## config.mk

```make
export PLATFORM = sky130hd
export DESIGN_NAME = rlsd_top
export DESIGN_NICKNAME = d
export VERILOG_FILES = /design/src/core/rx_signal_loss_alarm_pkg.sv /design/src/core/rx_signal_loss_alarm_chan.sv /design/src/core/rx_signal_loss_alarm_top.sv
export SDC_FILE = /design/constraint.sdc
export NUM_CORES = 1
export LEC_CHECK = 0
export BUFFER_PORTS_ARGS = -buffer_cell sky130_fd_sc_hd__buf_2
export CAP_MARGIN = 20
export CORE_AREA = 8 8 195 197
export CTS_BUF_LIST = sky130_fd_sc_hd__clkbuf_8
export DETAILED_ROUTE_END_ITERATION = 10
export DIE_AREA = 0 0 203 205
export PLACE_DENSITY = 0.71
export SLEW_MARGIN = 20
export SYNTH_ARGS = -nofsm -noshare
export SYNTH_HDL_FRONTEND = slang
export SYNTH_SLANG_ARGS = --single-unit
export TNS_END_PERCENT = 100
```

## constraint.sdc

```tcl
create_clock -name i_clk -period 5.1 [get_ports i_clk]
set_clock_uncertainty 0.15 [all_clocks]
set_input_delay 0.255 -clock i_clk [delete_from_list [all_inputs] [get_ports i_clk]]
set_output_delay 0.255 -clock i_clk [all_outputs]
set_load 0.02 [all_outputs]
```

## src/core/rx_signal_loss_alarm_pkg.sv

```systemverilog
// package for the receive loss-of-signal detector: constants and carriers
package rlsd_pkg;

  // ----------------------------------------------------------------------
  // clock and timing
  // ----------------------------------------------------------------------
  localparam int CLK_PERIOD_NS = 100;       // i_clk period in ns

  // ----------------------------------------------------------------------
  // zero-run thresholds for declaring loss
  // ----------------------------------------------------------------------
  localparam int E1_LOSS_ZEROS  = 32;       // e1 normal zero run
  localparam int EXT_LOSS_ZEROS = 4096;     // e1 extended zero run
  localparam int T1_LOSS_ZEROS  = 175;      // t1 zero run

  // ----------------------------------------------------------------------
  // ones-density criteria for clearing loss
  // ----------------------------------------------------------------------
  localparam int E1_WIN_BITS   = 32;        // e1 density window
  localparam int E1_WIN_ONES   = 4;         // e1 least ones per window
  localparam int E1_MAX_ZEROS  = 16;        // e1 longest allowed run
  localparam int T1_WIN_BITS   = 128;       // t1 density window
  localparam int T1_WIN_ONES   = 16;        // t1 least ones per window
  localparam int T1_MAX_ZEROS  = 100;       // t1 longest allowed run

  // ----------------------------------------------------------------------
  // counter widths
  // ----------------------------------------------------------------------
  localparam int RUN_W = 13;                // holds up to 4096 and more
  localparam int WIN_W = 8;                 // holds up to 128

  // ----------------------------------------------------------------------
  // detector states
  // ----------------------------------------------------------------------
  typedef enum logic [1:0] {
    RLSD_ST_OK   = 2'b01,                   // signal present
    RLSD_ST_LOST = 2'b10                    // loss declared
  } rlsd_state_t;

  // per-channel received bit with its qualifiers
  typedef struct packed {
    logic bit_valid;                        // one recovered bit this cycle
    logic data;                             // recovered data value
    logic low_level;                        // analog low-signal indication
    logic level_ok;                         // analog recovered past hysteresis
  } rlsd_rx_t;

  // per-channel status toward software
  typedef struct packed {
    logic live;                             // live loss indication
    logic latched;                          // latched alarm status
    logic irq;                              // enabled interrupt request
  } rlsd_stat_t;

endpackage

```

## src/core/rx_signal_loss_alarm_chan.sv

```systemverilog
// one channel of the receive loss-of-signal detector
`timescale 1ns/100ps
`default_nettype none
module rlsd_chan
  import rlsd_pkg::*;
(
  input  wire logic       i_clk,            // receive clock
  input  wire logic       i_rst_b,          // sync reset, active low
  input  wire rlsd_rx_t   i_rx,             // received bit and analog flags
  input  wire logic       i_e1_mode,        // 1 = e1, 0 = t1
  input  wire logic       i_ext_sel,        // extended loss window select
  input  wire logic       i_irq_en,         // interrupt enable
  input  wire logic       i_status_rd,      // status read strobe
  output var rlsd_stat_t  o_stat            // live, latched, irq
);

  // ----------------------------------------------------------------------
  // state
  // ----------------------------------------------------------------------
  rlsd_state_t      state, next_state;      // detector state
  logic [RUN_W-1:0] zrun, next_zrun;        // consecutive zeros
  logic [WIN_W-1:0] wbits, next_wbits;      // bits in current window
  logic [WIN_W-1:0] wones, next_wones;      // ones in current window
  logic             wgood, next_wgood;      // a good window was seen
  logic             latched, next_latched;  // latched alarm

  logic [RUN_W-1:0] loss_lim;               // selected loss threshold
  logic [RUN_W-1:0] max_run;                // clear-side run limit
  logic [WIN_W-1:0] win_len;                // window length
  logic [WIN_W-1:0] win_ones;               // required ones

  // ----------------------------------------------------------------------
  // threshold selection
  // ----------------------------------------------------------------------
  always_comb begin
    if (i_e1_mode) begin
      loss_lim = i_ext_sel ? RUN_W'(EXT_LOSS_ZEROS)
                           : RUN_W'(E1_LOSS_ZEROS);
      max_run  = RUN_W'(E1_MAX_ZEROS);
      win_len  = WIN_W'(E1_WIN_BITS);
      win_ones = WIN_W'(E1_WIN_ONES);
    end else begin
      loss_lim = RUN_W'(T1_LOSS_ZEROS);     // extended ignored
      max_run  = RUN_W'(T1_MAX_ZEROS);
      win_len  = WIN_W'(T1_WIN_BITS);
      win_ones = WIN_W'(T1_WIN_ONES);
    end
  end

  // ----------------------------------------------------------------------
  // next-state logic
  // ----------------------------------------------------------------------
  always_comb begin
    next_state   = state;
    next_zrun    = zrun;
    next_wbits   = wbits;
    next_wones   = wones;
    next_wgood   = wgood;
    next_latched = latched;
    if (i_rx.bit_valid) begin
      // zero run: a one restarts it
      if (i_rx.data) next_zrun = '0;
      else if (zrun != {RUN_W{1'b1}}) next_zrun = zrun + RUN_W'(1);
    end
    unique case (state)
      RLSD_ST_OK: begin
        next_wbits = '0;
        next_wones = '0;
        next_wgood = 1'b0;
        if (!i_rx.low_level) begin
          next_zrun = '0;                   // analog fine: no count
        end else if (i_rx.bit_valid && !i_rx.data) begin
          if (next_zrun >= loss_lim) begin
            next_state   = RLSD_ST_LOST;
            next_latched = 1'b1;
          end
        end
      end
      RLSD_ST_LOST: begin
        if (!i_rx.level_ok) begin
          next_wbits = '0;                  // analog not recovered
          next_wones = '0;
          next_wgood = 1'b0;
        end else if (i_rx.bit_valid) begin
          if (!i_rx.data && next_zrun > max_run) begin
            next_wbits = '0;                // run too long
            next_wones = '0;
            next_wgood = 1'b0;
          end else if (wbits + WIN_W'(1) == win_len) begin
            // window closes: check density
            next_wbits = '0;
            next_wones = '0;
            if (wones + WIN_W'(i_rx.data) >= win_ones) begin
              if (wgood) begin
                next_state = RLSD_ST_OK;    // two clean windows in a row
                next_zrun  = '0;
              end
              next_wgood = 1'b1;
            end else begin
              next_wgood = 1'b0;
            end
          end else begin
            next_wbits = wbits + WIN_W'(1);
            next_wones = wones + WIN_W'(i_rx.data);
          end
        end
      end
    endcase
    // clear on read; a new declaration wins
    if (i_status_rd && !(state == RLSD_ST_OK && next_state == RLSD_ST_LOST))
      next_latched = 1'b0;
  end

  // ----------------------------------------------------------------------
  // registers
  // ----------------------------------------------------------------------
  always_ff @(posedge i_clk) begin
    if (!i_rst_b) begin
      state   <= RLSD_ST_OK;
      zrun    <= '0;
      wbits   <= '0;
      wones   <= '0;
      wgood   <= 1'b0;
      latched <= 1'b0;
    end else begin
      state   <= next_state;
      zrun    <= next_zrun;
      wbits   <= next_wbits;
      wones   <= next_wones;
      wgood   <= next_wgood;
      latched <= next_latched;
    end
  end

  // ----------------------------------------------------------------------
  // outputs
  // ----------------------------------------------------------------------
  assign o_stat.live    = (state == RLSD_ST_LOST);
  assign o_stat.latched = latched;
  assign o_stat.irq     = latched & i_irq_en;

endmodule
`default_nettype wire

```

## src/core/rx_signal_loss_alarm_top.sv

```systemverilog
// multi-channel receive loss-of-signal detector, top level
//
// Overview of operation
// - e1 declares loss after 32 zeros
// - extended select needs 4096 zeros instead
// - t1 declares loss after 175 zeros
// - e1 clears on 4 ones/32, run<=16
// - t1 clears on 16 ones/128, run<=100
// - declaration updates live and latched status
// - enabled alarm drives interrupt low
// - status read clears alarm, releases interrupt
// - extended mode only in e1 operation
`timescale 1ns/100ps
`default_nettype none
module rlsd_top
  import rlsd_pkg::*;
#(
  parameter int NCH = 8                     // receive channels
) (
  input  wire logic           i_clk,        // recovered receive clock
  input  wire logic           i_rst_b,      // sync reset, active low
  input  wire rlsd_rx_t [NCH-1:0] i_rx,     // per-channel received bits
  input  wire logic           i_e1_mode,    // 1 = e1, 0 = t1 (global)
  input  wire logic [NCH-1:0] i_extended_loss_window_select, // per channel
  input  wire logic [NCH-1:0] i_irq_en,     // per-channel interrupt enable
  input  wire logic           i_status_rd,  // read of alarm status, pulse
  output logic [NCH-1:0]      o_rx_signal_loss_alarm,  // live indication
  output logic [NCH-1:0]      o_status,     // latched alarm status
  output logic                o_int_b,      // interrupt, active low
  output logic                o_int_oe      // open-drain enable
);

  // ----------------------------------------------------------------------
  // channel detectors
  // ----------------------------------------------------------------------
  rlsd_stat_t [NCH-1:0] stat;               // per-channel status

  for (genvar c = 0; c < NCH; c++) begin : g_ch
    // one independent detector per channel
    rlsd_chan u_chan (
      .i_clk       (i_clk),
      .i_rst_b     (i_rst_b),
      .i_rx        (i_rx[c]),
      .i_e1_mode   (i_e1_mode),
      .i_ext_sel   (i_extended_loss_window_select[c]),
      .i_irq_en    (i_irq_en[c]),
      .i_status_rd (i_status_rd),
      .o_stat      (stat[c])
    );
    assign o_rx_signal_loss_alarm[c] = stat[c].live;
    assign o_status[c]               = stat[c].latched;
  end

  // ----------------------------------------------------------------------
  // combined interrupt
  // ----------------------------------------------------------------------
  logic irq_any, next_irq_any;              // registered any-request

  always_comb begin
    next_irq_any = 1'b0;
    for (int c = 0; c < NCH; c++)
      next_irq_any = next_irq_any | stat[c].irq;
  end

  always_ff @(posedge i_clk) begin
    if (!i_rst_b) irq_any <= 1'b0;
    else irq_any <= next_irq_any;
  end

  assign o_int_b  = 1'b0;                   // pulled low only when enabled
  assign o_int_oe = irq_any;                // released high after read

endmodule
`default_nettype wire

```

# After elaboration in Yosys (flattened, before gate mapping)
# Cells that the tools add are included.
[totals] regBits=265 word_cells=556
[classes] n_addsub=24 order_cmp=24 n_eq_ne=56 n_mux=315 n_bitwise=16 reduce_logical=72
[op_table] operator="$mux W13" count=96
[op_table] operator="$mux W8" count=65
[op_table] operator="$pmux W8 S2" count=16
[op_table] operator="$pmux W13 S2" count=8
[op_table] operator="$mux W2" count=72
[op_table] operator="$add A13 B1 Y13 const B" count=8
[op_table] operator="$ge A13 B13 Y1" count=8
[op_table] operator="$ne A13 B13 Y1 const B" count=8
[op_table] operator="$gt A13 B13 Y1" count=6
[op_table] operator="$add A8 B1 Y8" count=8
[op_table] operator="$add A8 B1 Y8 const B" count=8
[op_table] operator="$eq A8 B8 Y1" count=8
[op_table] operator="$ge A8 B8 Y1" count=6
[op_table] operator="$mux W1" count=40
[op_table] operator="$eq A2 B2 Y1 const B" count=16
[op_table] operator="$logic_and A1 B1 Y1" count=32
[op_table] operator="$ne A4 B2 Y1 const B" count=8
[op_table] operator="$pmux W2 S2" count=8
[op_table] operator="$reduce_and A4 Y1" count=8
[op_table] operator="$gt A13 B7 Y1" count=2
[op_table] operator="$ne A3 B3 Y1 const B" count=8
[op_table] operator="$eq A2 B1 Y1 const B" count=8
[op_table] operator="$ge A8 B5 Y1" count=2
[op_table] operator="$logic_not A1 Y1" count=16
[op_table] operator="8 further kinds" count=42

# Longest topological paths before layout
# Gate-level depths: netlist of run 1.
[depth] word_depth=15 depth_mapped=18

# Hierarchy
# Synthesis of run 1 repeated with hierarchy kept, for this count alone.
[hier_totals] hier_cells=2452 area_unflattened_um2=19672.6
[modules_own_cells] module="rlsd_chan at g_ch[0].u_chan ..." n_inst=6 cells_each=311 area_per_inst_um2=2488.6 seq_area_each_um2=660.6
[modules_own_cells] module="rlsd_chan at g_ch[7].u_chan" n_inst=1 cells_each=316 area_per_inst_um2=2426.1 seq_area_each_um2=660.6
[modules_own_cells] module="rlsd_chan at g_ch[6].u_chan" n_inst=1 cells_each=264 area_per_inst_um2=2263.4 seq_area_each_um2=660.6
[modules_own_cells] module="rlsd_top" n_inst=1 cells_each=6 area_per_inst_um2=51.3 seq_area_each_um2=20.0

# Worst setup path after synthesis of run 1
# No wires, ideal clock.
[synth_path] path_kind="register to register" from="register g_ch[3].u_chan.zrun[0]" to="register g_ch[3].u_chan.wbits[7]" setup_ns=0.074 arrival_ns=3.832 setup_slack_ns=1.043 stages_incl_launch_ff=17 synth_period_minus_slack_ns=4.057 cell_sequence="dfxtp_1 ha_1 nand3_1 nor3_1 nand2_1 and3_1 xnor2_1 nor2_1 ha_1 a21o_1 a21o_1 a211oi_1 o311ai_0 o31ai_2 nand3_1 or4_1 o21ai_0"
[synth_via] elab_chain_len=10
[synth_rtl] element="start, declared" line_no="rx_signal_loss_alarm_chan.sv:21" source="logic [RUN_W-1:0] zrun, next_zrun;"
[synth_rtl] element="start signal, assigned" line_no="rx_signal_loss_alarm_chan.sv:127" source="zrun <= next_zrun;"
[synth_rtl] element="$add A13 B1 Y13 or $ne A13 B13 Y1 (tied branches)" line_no="rx_signal_loss_alarm_chan.sv:63" source="else if (zrun != {RUN_W{1'b1}}) next_zrun = zrun + RUN_W'(1);"
[synth_rtl] element="$mux W13" line_no="rx_signal_loss_alarm_chan.sv:63"
[synth_rtl] element="$mux W13" line_no="rx_signal_loss_alarm_chan.sv:62" source="if (i_rx.data) next_zrun = '0;"
[synth_rtl] element="$mux W13 *" line_no="rx_signal_loss_alarm_chan.sv:60" source="if (i_rx.bit_valid) begin"
[synth_rtl] element="$gt A13 B13 Y1 *" line_no="rx_signal_loss_alarm_chan.sv:85" source="if (!i_rx.data && next_zrun > max_run) begin"
[synth_rtl] element="$logic_and A1 B1 Y1 *" line_no="rx_signal_loss_alarm_chan.sv:85"
[synth_rtl] element="$mux W8 *" line_no="rx_signal_loss_alarm_chan.sv:85"
[synth_rtl] element="$mux W8 *" line_no="rx_signal_loss_alarm_chan.sv:84" source="end else if (i_rx.bit_valid) begin"
[synth_rtl] element="$mux W8 *" line_no="rx_signal_loss_alarm_chan.sv:80" source="if (!i_rx.level_ok) begin"
[synth_rtl] element="$pmux W8 S2 *" line_no="rx_signal_loss_alarm_chan.sv:65" source="unique case (state)"
[synth_rtl] element="end signal, assigned" line_no="rx_signal_loss_alarm_chan.sv:128" source="wbits <= next_wbits;"
[synth_rtl] element="end, declared" line_no="rx_signal_loss_alarm_chan.sv:22" source="logic [WIN_W-1:0] wbits, next_wbits;"
# Mark *: on every way between the ends. The rest lies on a longest branch, timed or not. The select of a mux whose other input is x is not followed.
# A chain may end at the register's enable or synchronous reset.

# Worst setup path in the final report of run 1
[layout_path] from="register g_ch[1].u_chan.zrun[0]" to="register g_ch[1].u_chan.zrun[9]"
[layout_via] elab_chain_len=11
[layout_rtl] element="start, declared" line_no="rx_signal_loss_alarm_chan.sv:21"
[layout_rtl] element="start signal, assigned" line_no="rx_signal_loss_alarm_chan.sv:127"
[layout_rtl] element="$add A13 B1 Y13 or $ne A13 B13 Y1 (tied branches)" line_no="rx_signal_loss_alarm_chan.sv:63"
[layout_rtl] element="$mux W13" line_no="rx_signal_loss_alarm_chan.sv:63"
[layout_rtl] element="$mux W13" line_no="rx_signal_loss_alarm_chan.sv:62"
[layout_rtl] element="$mux W13 *" line_no="rx_signal_loss_alarm_chan.sv:60"
[layout_rtl] element="parallel branches: the longest is 6 deep, another holds $gt A13 B13 Y1"
[layout_rtl] element="$pmux W13 S2 *" line_no="rx_signal_loss_alarm_chan.sv:65"
# Mark *: on every way between the ends.

==> metrics, run 1 <==
status=complete, no violations; relative slew slack=35.0%; Buffers on Ports=68; Setup TNS=0 ns; worst-margin pin slew=0.971 ns; Final #Nets=2604; crit start category=register; most frequent cells in the layout=dfxtp_1, nor2_1, nand2_1; Die Y=205 um; Synth Flop Type=dfxtp_1; Clk pin slew, worst setup/hold paths=approximately 0.06 ns; Area contributors post-synth=dfxtp_1, ha_1, nor2_1; DR DRC count=0; FILL cells=3259; CP Data Required Time=5.40 ns; Rows=69; DR pass1 iterations=5; routed length per instance=around 16 um; Final Hold Viols=0; Hold Crit Class=input pin to register; initial antenna violation count=0; Iter 0 DRT Violations=1326; leakage=just over 8 nW; post-synthesis sequential area ratio=between 20% and 30%; ys async rst share=0%; most common cell after layout, fill and taps aside=dfxtp_1; fin crit share=around 92%; DR vias=17757; max-cap violation count=0; Initial Util=52.1%; #FFs+latches synth=265; chip width=~200 um; final setup fails=0; crit path kind=register to register; Synth area leader=dfxtp_1; first-pass GRT wire length=78.7 mm; Yosys Warn Count=0; pre-CTS setup slack=approximately 0.32 ns; syn nets=2538; Crit Path Max Fanout=15; vias per std cell=between 6 and 7; Final Max Tran Viols=0; Mapped Area=18200 sq um; Final Util=~58%; clk sink count=around 270; post-synth top area share=29.1%; Syn-to-layout area delta=11.2%; CTS tree=built; Die Area=41600 sq um; Avg Inst Size Synth=7.75 sq um; Cells after Synth=roughly 2400; Critical Path Sink Type=register; Core ar.=35000 sq um; Ports=70; CTS Buf Count=49; hold_ws=0.0589 ns; number of global-route vias before repair=16633; RSZ-0062 raised after global routing=no; WL final=~47 mm; Tot GR Track Use=21.8%; gpl congestion=0.910; r2r setup slk=0.40 ns; Tmin final=4.70 ns; global route overflow=0; Routed Antenna Nets=0; Post-synth EDFFs=0; Bufs on Longest Clock Path=3; Ant. Diodes=0; H-Tree Level Count=2; power per cell area=228 nW/um^2; largest net degree at the start of global routing=between 60 and 70; Root Buffer=clkbuf_8; total power=4.61 mW; Worst Slack Setup Final=0.399 ns; DP Wirelength=between 30 and 40 mm; worst skew pair latency=0.60 ns; layout cells sized above 1=about a tenth; Synth cell types=98; Max VDD drop=352 uV; WP data arrival=5.00 ns; fmax=about 0.21 GHz
## worst max-delay path, stage by stage, from the launching register on
cell and delay, ns:
dfxtp_1 0.42, ha_1 0.26, nand4_2 0.16, or4_4 0.61, nand3_1 0.13, mux2i_1 0.08, o2bb2ai_1 0.33, ha_1 0.34
a21oi_1 0.19, a21oi_1 0.06, a31oi_1 0.14, o211ai_1 0.11, o41ai_2 0.49, nand3_2 0.23, o31ai_4 0.70, nor4_1 0.12
## repair_timing
action / CTS / global route
endpoints found under the setup margin: 0 / 29
endpoints found under the hold margin: 81 / 0
buffers inserted: 0 / 0
resized for setup: 0 / 3
hold buffers: 33 / 0
## power by group
part / switching (mW) / internal [mW] / total [mW] / leakage (nW)
sequential: 0.00396 / 2.07 / 2.08 / 2.13
combinational: 0.196 / 0.110 / 0.305 / 5.41
clock: 0.950 / 1.27 / 2.22 / 0.603
## state kept, by name, indices dropped and copies added (netlist names)
| name | flops |
|---|---|
| o_int_oe | 1 |
| g_ch.u_chan.zrun | 104 |
| g_ch.u_chan.wbits | 64 |
| g_ch.u_chan.wones | 64 |
| g_ch.u_chan.wgood | 8 |
| g_ch.u_chan.state | 16 |
| g_ch.u_chan.latched | 8 |
## stage by stage
stage          cells  area, sq um
6_report        2915        20200
5_1_grt         2915        20200
4_1_cts         2915        20200
3_5_place_dp    2793        18800
3_3_place_gp    2793        18800
2_1_floorplan   2350        18200
## synth_stat cells, types with 46 or more instances
cell type  number
dfxtp_1       265
nor2_1        236
nand2_1       235
nand3_1       139
ha_1          136
a21oi_1       115
o21ai_0       106
inv_1         104
clkbuf_1       76
nor3_1         76
and3_1         64
nand4_1        49
xnor2_1        47
a31oi_1        46
## cell families (layout without fill, tap and decap cells)
| logic type | count (synthesis) | count (layout) | share of synthesized area [%] |
|---|---|---|---|
| AND/OR/NAND/NOR | 1069 | 1069 | 30.0 |
| AO/OA/AOI/OAI | 562 | 562 | 21.4 |
| flip-flops | 265 | 265 | 29.1 |
| buffers and inverters | 207 | 311 | 4.56 |
| adder cells (fa/ha/maj) | 136 | 136 | 9.35 |
| XOR/XNOR | 82 | 82 | 3.95 |
| multiplexers | 28 | 28 | 1.60 |
| other | 1 | 1 | 0.0206 |
## worst paths after layout
kind | cells after the start | end | startpoint
worst min register to register | 2 | g_ch[3].u_chan.wones[0]$_SDFFE_PN0P_ | g_ch[3].u_chan.wones[0]$_SDFFE_PN0P_
worst max register to register | 15 | g_ch[1].u_chan.zrun[9]$_SDFF_PN0_ | g_ch[1].u_chan.zrun[0]$_SDFF_PN0_
worst min-delay path | 5 | g_ch[4].u_chan.wones[7]$_SDFFE_PN0P_ | i_rx[16]
worst max-delay path | 15 | g_ch[1].u_chan.zrun[9]$_SDFF_PN0_ | g_ch[1].u_chan.zrun[0]$_SDFF_PN0_
## routing by layer
layer / up-vias / GRT usage, % / share of wire (%)
met5: - / 0 / 0
met4: 0 / 7.74 / 2.3
met3: 88 / 3.43 / 5.5
met2: 486 / 35.7 / 45
met1: 8361 / 28.9 / 47
li1: 8822 / - / -
## layout make-up
cell class	instances	area (sq um)	area share, %
clock buffers	64	881	4.35
clock inverters	25	186	0.921
inverters	105	394	1.95
multi-input cells	1878	12100	59.7
flip-flops and latches	265	5310	26.2
well taps	461	577	2.85
repair buffers	117	806	3.98
(Power assumes the default switching activity.)
==> run 2, diff against run 1 <==
- REMOVE_ABC_BUFFERS: unset -> 1
==> run 2 against run 1 <==
  * Die area unchanged
  * Cell count down 0.17%
  * Non-clock buffer count down 2
  * First-iteration DRC count down 15%
  * Largest cell class unchanged
  * Critical path type unchanged
  * Critical endpoint is now g_ch[2].u_chan.wgood$_SDFFE_PN0P_
  * Global-route usage down 0.058 points
==> metrics, run 2 (synthesized netlist as in run 1, its figures left out) <==
clk sink count=265; vias per std cell=6.04; Routed Antenna Nets=0; Ports=70; DR pass1 iterations=9; CP Cell Sequence=ha_1, nand2_1, nor4_2, nor2_1, nand2_1, nor4b_1, a311oi_1, inv_1, ha_1, nor2b_1, o21a_1, o21a_1, o22a_1, o41ai_4, and3_1, a21oi_1, nor2_1, dlygate4sd3_1; WL final=46.5 mm; routed length per instance=16.0 um; r2r setup slk=0.37 ns; leakage=between 8 and 9 nW; placed cell count=between 2000 and 3000; power per cell area=222 nW/um^2; Top Registers=g_ch.u_chan.zrun: 104 flops, g_ch.u_chan.wbits: 64 flops, g_ch.u_chan.wones: 64 flops; fin crit share=between 90% and 100%; RSZ-0062 raised after global routing=no; setup bufs post-CTS=0; Critical Path Sink Type=register; Max VDD drop=~200 uV; first-pass GRT wire length=between 70 and 80 mm; layout cells sized above 1=a little under a tenth; Tot GR Track Use=21.8%; FILL cells=3199; Syn-to-layout area delta=10.8%; Root Buffer=clkbuf_8; Ant. Diodes=0; worst skew pair latency=0.62 ns; Final #Nets=2602; chip width=just over 200 um; fmax=0.212 GHz; CP Data Required Time=roughly 5.5 ns; Final Hold Viols=0; Die Y=205 um; crit start category=register; reg2reg end=g_ch[2].u_chan.wgood$_SDFFE_PN0P_; Bufs on Longest Clock Path=3; Tmin final=4.73 ns; Clk pin slew, worst setup/hold paths=about 0.06 ns; CP max-delay cell=dlygate4sd3_1; crit path kind=register to register; Iter 0 DRT Violations=~1100; Crit Path Max Fanout=8; Worst Slack Setup Final=approximately 0.37 ns; Rows=69; status=complete, no violations; Setup TNS=0 ns; final setup fails=0; Initial Util=52.1%; worst-margin pin slew=1.03 ns; pre-CTS setup slack=~0.34 ns; Core ar.=between 30000 and 40000 sq um; Die Area=41600 sq um; total power=4.48 mW; DR vias=17577; hold path start=i_rx[2]; largest net degree at the start of global routing=90; Hold Crit Class=input pin to register; CTS tree=built; max FFs per register=104; reg2reg path depth=18; CP peak stage delay=0.55 ns; most common cell after layout, fill and taps aside=dfxtp_1; Most flops, register=g_ch.u_chan.zrun; H-Tree Level Count=2; Worst setup endpoint=g_ch[2].u_chan.wgood$_SDFFE_PN0P_; CTS Buf Count=just under 50; relative slew slack=31.2%; DR DRC count=0; Worst R2R Start=g_ch[2].u_chan.zrun[0]$_SDFF_PN0_; global route overflow=0; max-cap violation count=0; non-filler cells, final=2910; Buffers on Ports=68; gpl congestion=~0.91; DP Wirelength=32.4 mm; WP data arrival=5.12 ns; most frequent cells in the layout=dfxtp_1, nor2_1, nand2_1; initial antenna violation count=0; Final Max Tran Viols=0; number of global-route vias before repair=16489; crit path launch=g_ch[2].u_chan.zrun[0]$_SDFF_PN0_
==> run 2: per-stage QoR <==
stage / instance area [sq um] / hold WS [ns] / util, %
detailed placement: 18800 / 0.296 / 53.8
floorplan: 17800 / 0.194 / -
finish: 20200 / 0.0662 / 57.7
CTS: 20100 / 0.0117 / 57.6
global route: 20200 / 0.0547 / 57.7
global placement: 18800 / 0.289 / 53.8
==> run 2: timing repair <==
| action | 4_1_cts | 5_1_grt |
|---|---|---|
| setup endpoints to repair | 0 | 9 |
| gates resized for setup | 0 | 4 |
| hold buffers | 33 | 0 |
| endpoints found under the hold margin | 87 | 0 |
==> run 2: worst max-delay path, delay by kind of cell (launching register included) <==
family	cells	cell delay, ns
compound gates	6	1.49
simple gates	8	1.39
buf+inv	2	0.64
fa+ha+maj	2	0.58
flops	1	0.40
==> run 2: how the worst min path moves through the flow <==
| stage | to | slack [ns] | depth (start not counted) |
|---|---|---|---|
| floorplan | g_ch[0].u_chan.state[0]$_SDFF_PN1_ | 0.19 | 1 |
| global placement | g_ch[7].u_chan.latched$_SDFFE_PP0P_ | 0.29 | 1 |
| detailed placement | g_ch[7].u_chan.latched$_SDFFE_PP0P_ | 0.30 | 1 |
| CTS | g_ch[7].u_chan.zrun[1]$_SDFF_PN0_ | 0.01 | 4 |
| global route | g_ch[7].u_chan.zrun[4]$_SDFF_PN0_ | 0.05 | 3 |
| finish | g_ch[0].u_chan.zrun[4]$_SDFF_PN0_ | 0.07 | 4 |
==> run 2: layout make-up <==
type	count	area [sq um]	area share [%]
multi-input combinational	1878	12100	60.0
clock inverter	22	123	0.608
tap	461	577	2.86
timing repair buffer	115	791	3.92
clock buffer	64	881	4.37
sequential	265	5310	26.3
inverter	105	394	1.96
==> run 2: power by group <==
| part | leakage (nW) | switching (mW) | internal [mW] |
|---|---|---|---|
| Sequential | 2.13 | 0.00403 | 2.07 |
| Combinational | 5.40 | 0.197 | 0.109 |
| Clock | 0.570 | 0.927 | 1.17 |
| Total | 8.11 | 1.13 | 3.35 |
==> run 2: per-layer routing <==
| metal | GRT usage [%] | up-vias | wire, um | share of wire, % |
|---|---|---|---|---|
| met5 | 0 | - | 0 | 0 |
| met4 | 6.86 | 0 | 901 | 1.9 |
| met3 | 4.21 | 72 | 2530 | 5.4 |
| met2 | 36.2 | 446 | 21600 | 47 |
| met1 | 28.2 | 8250 | 21400 | 46 |
| li1 | - | 8809 | - | - |
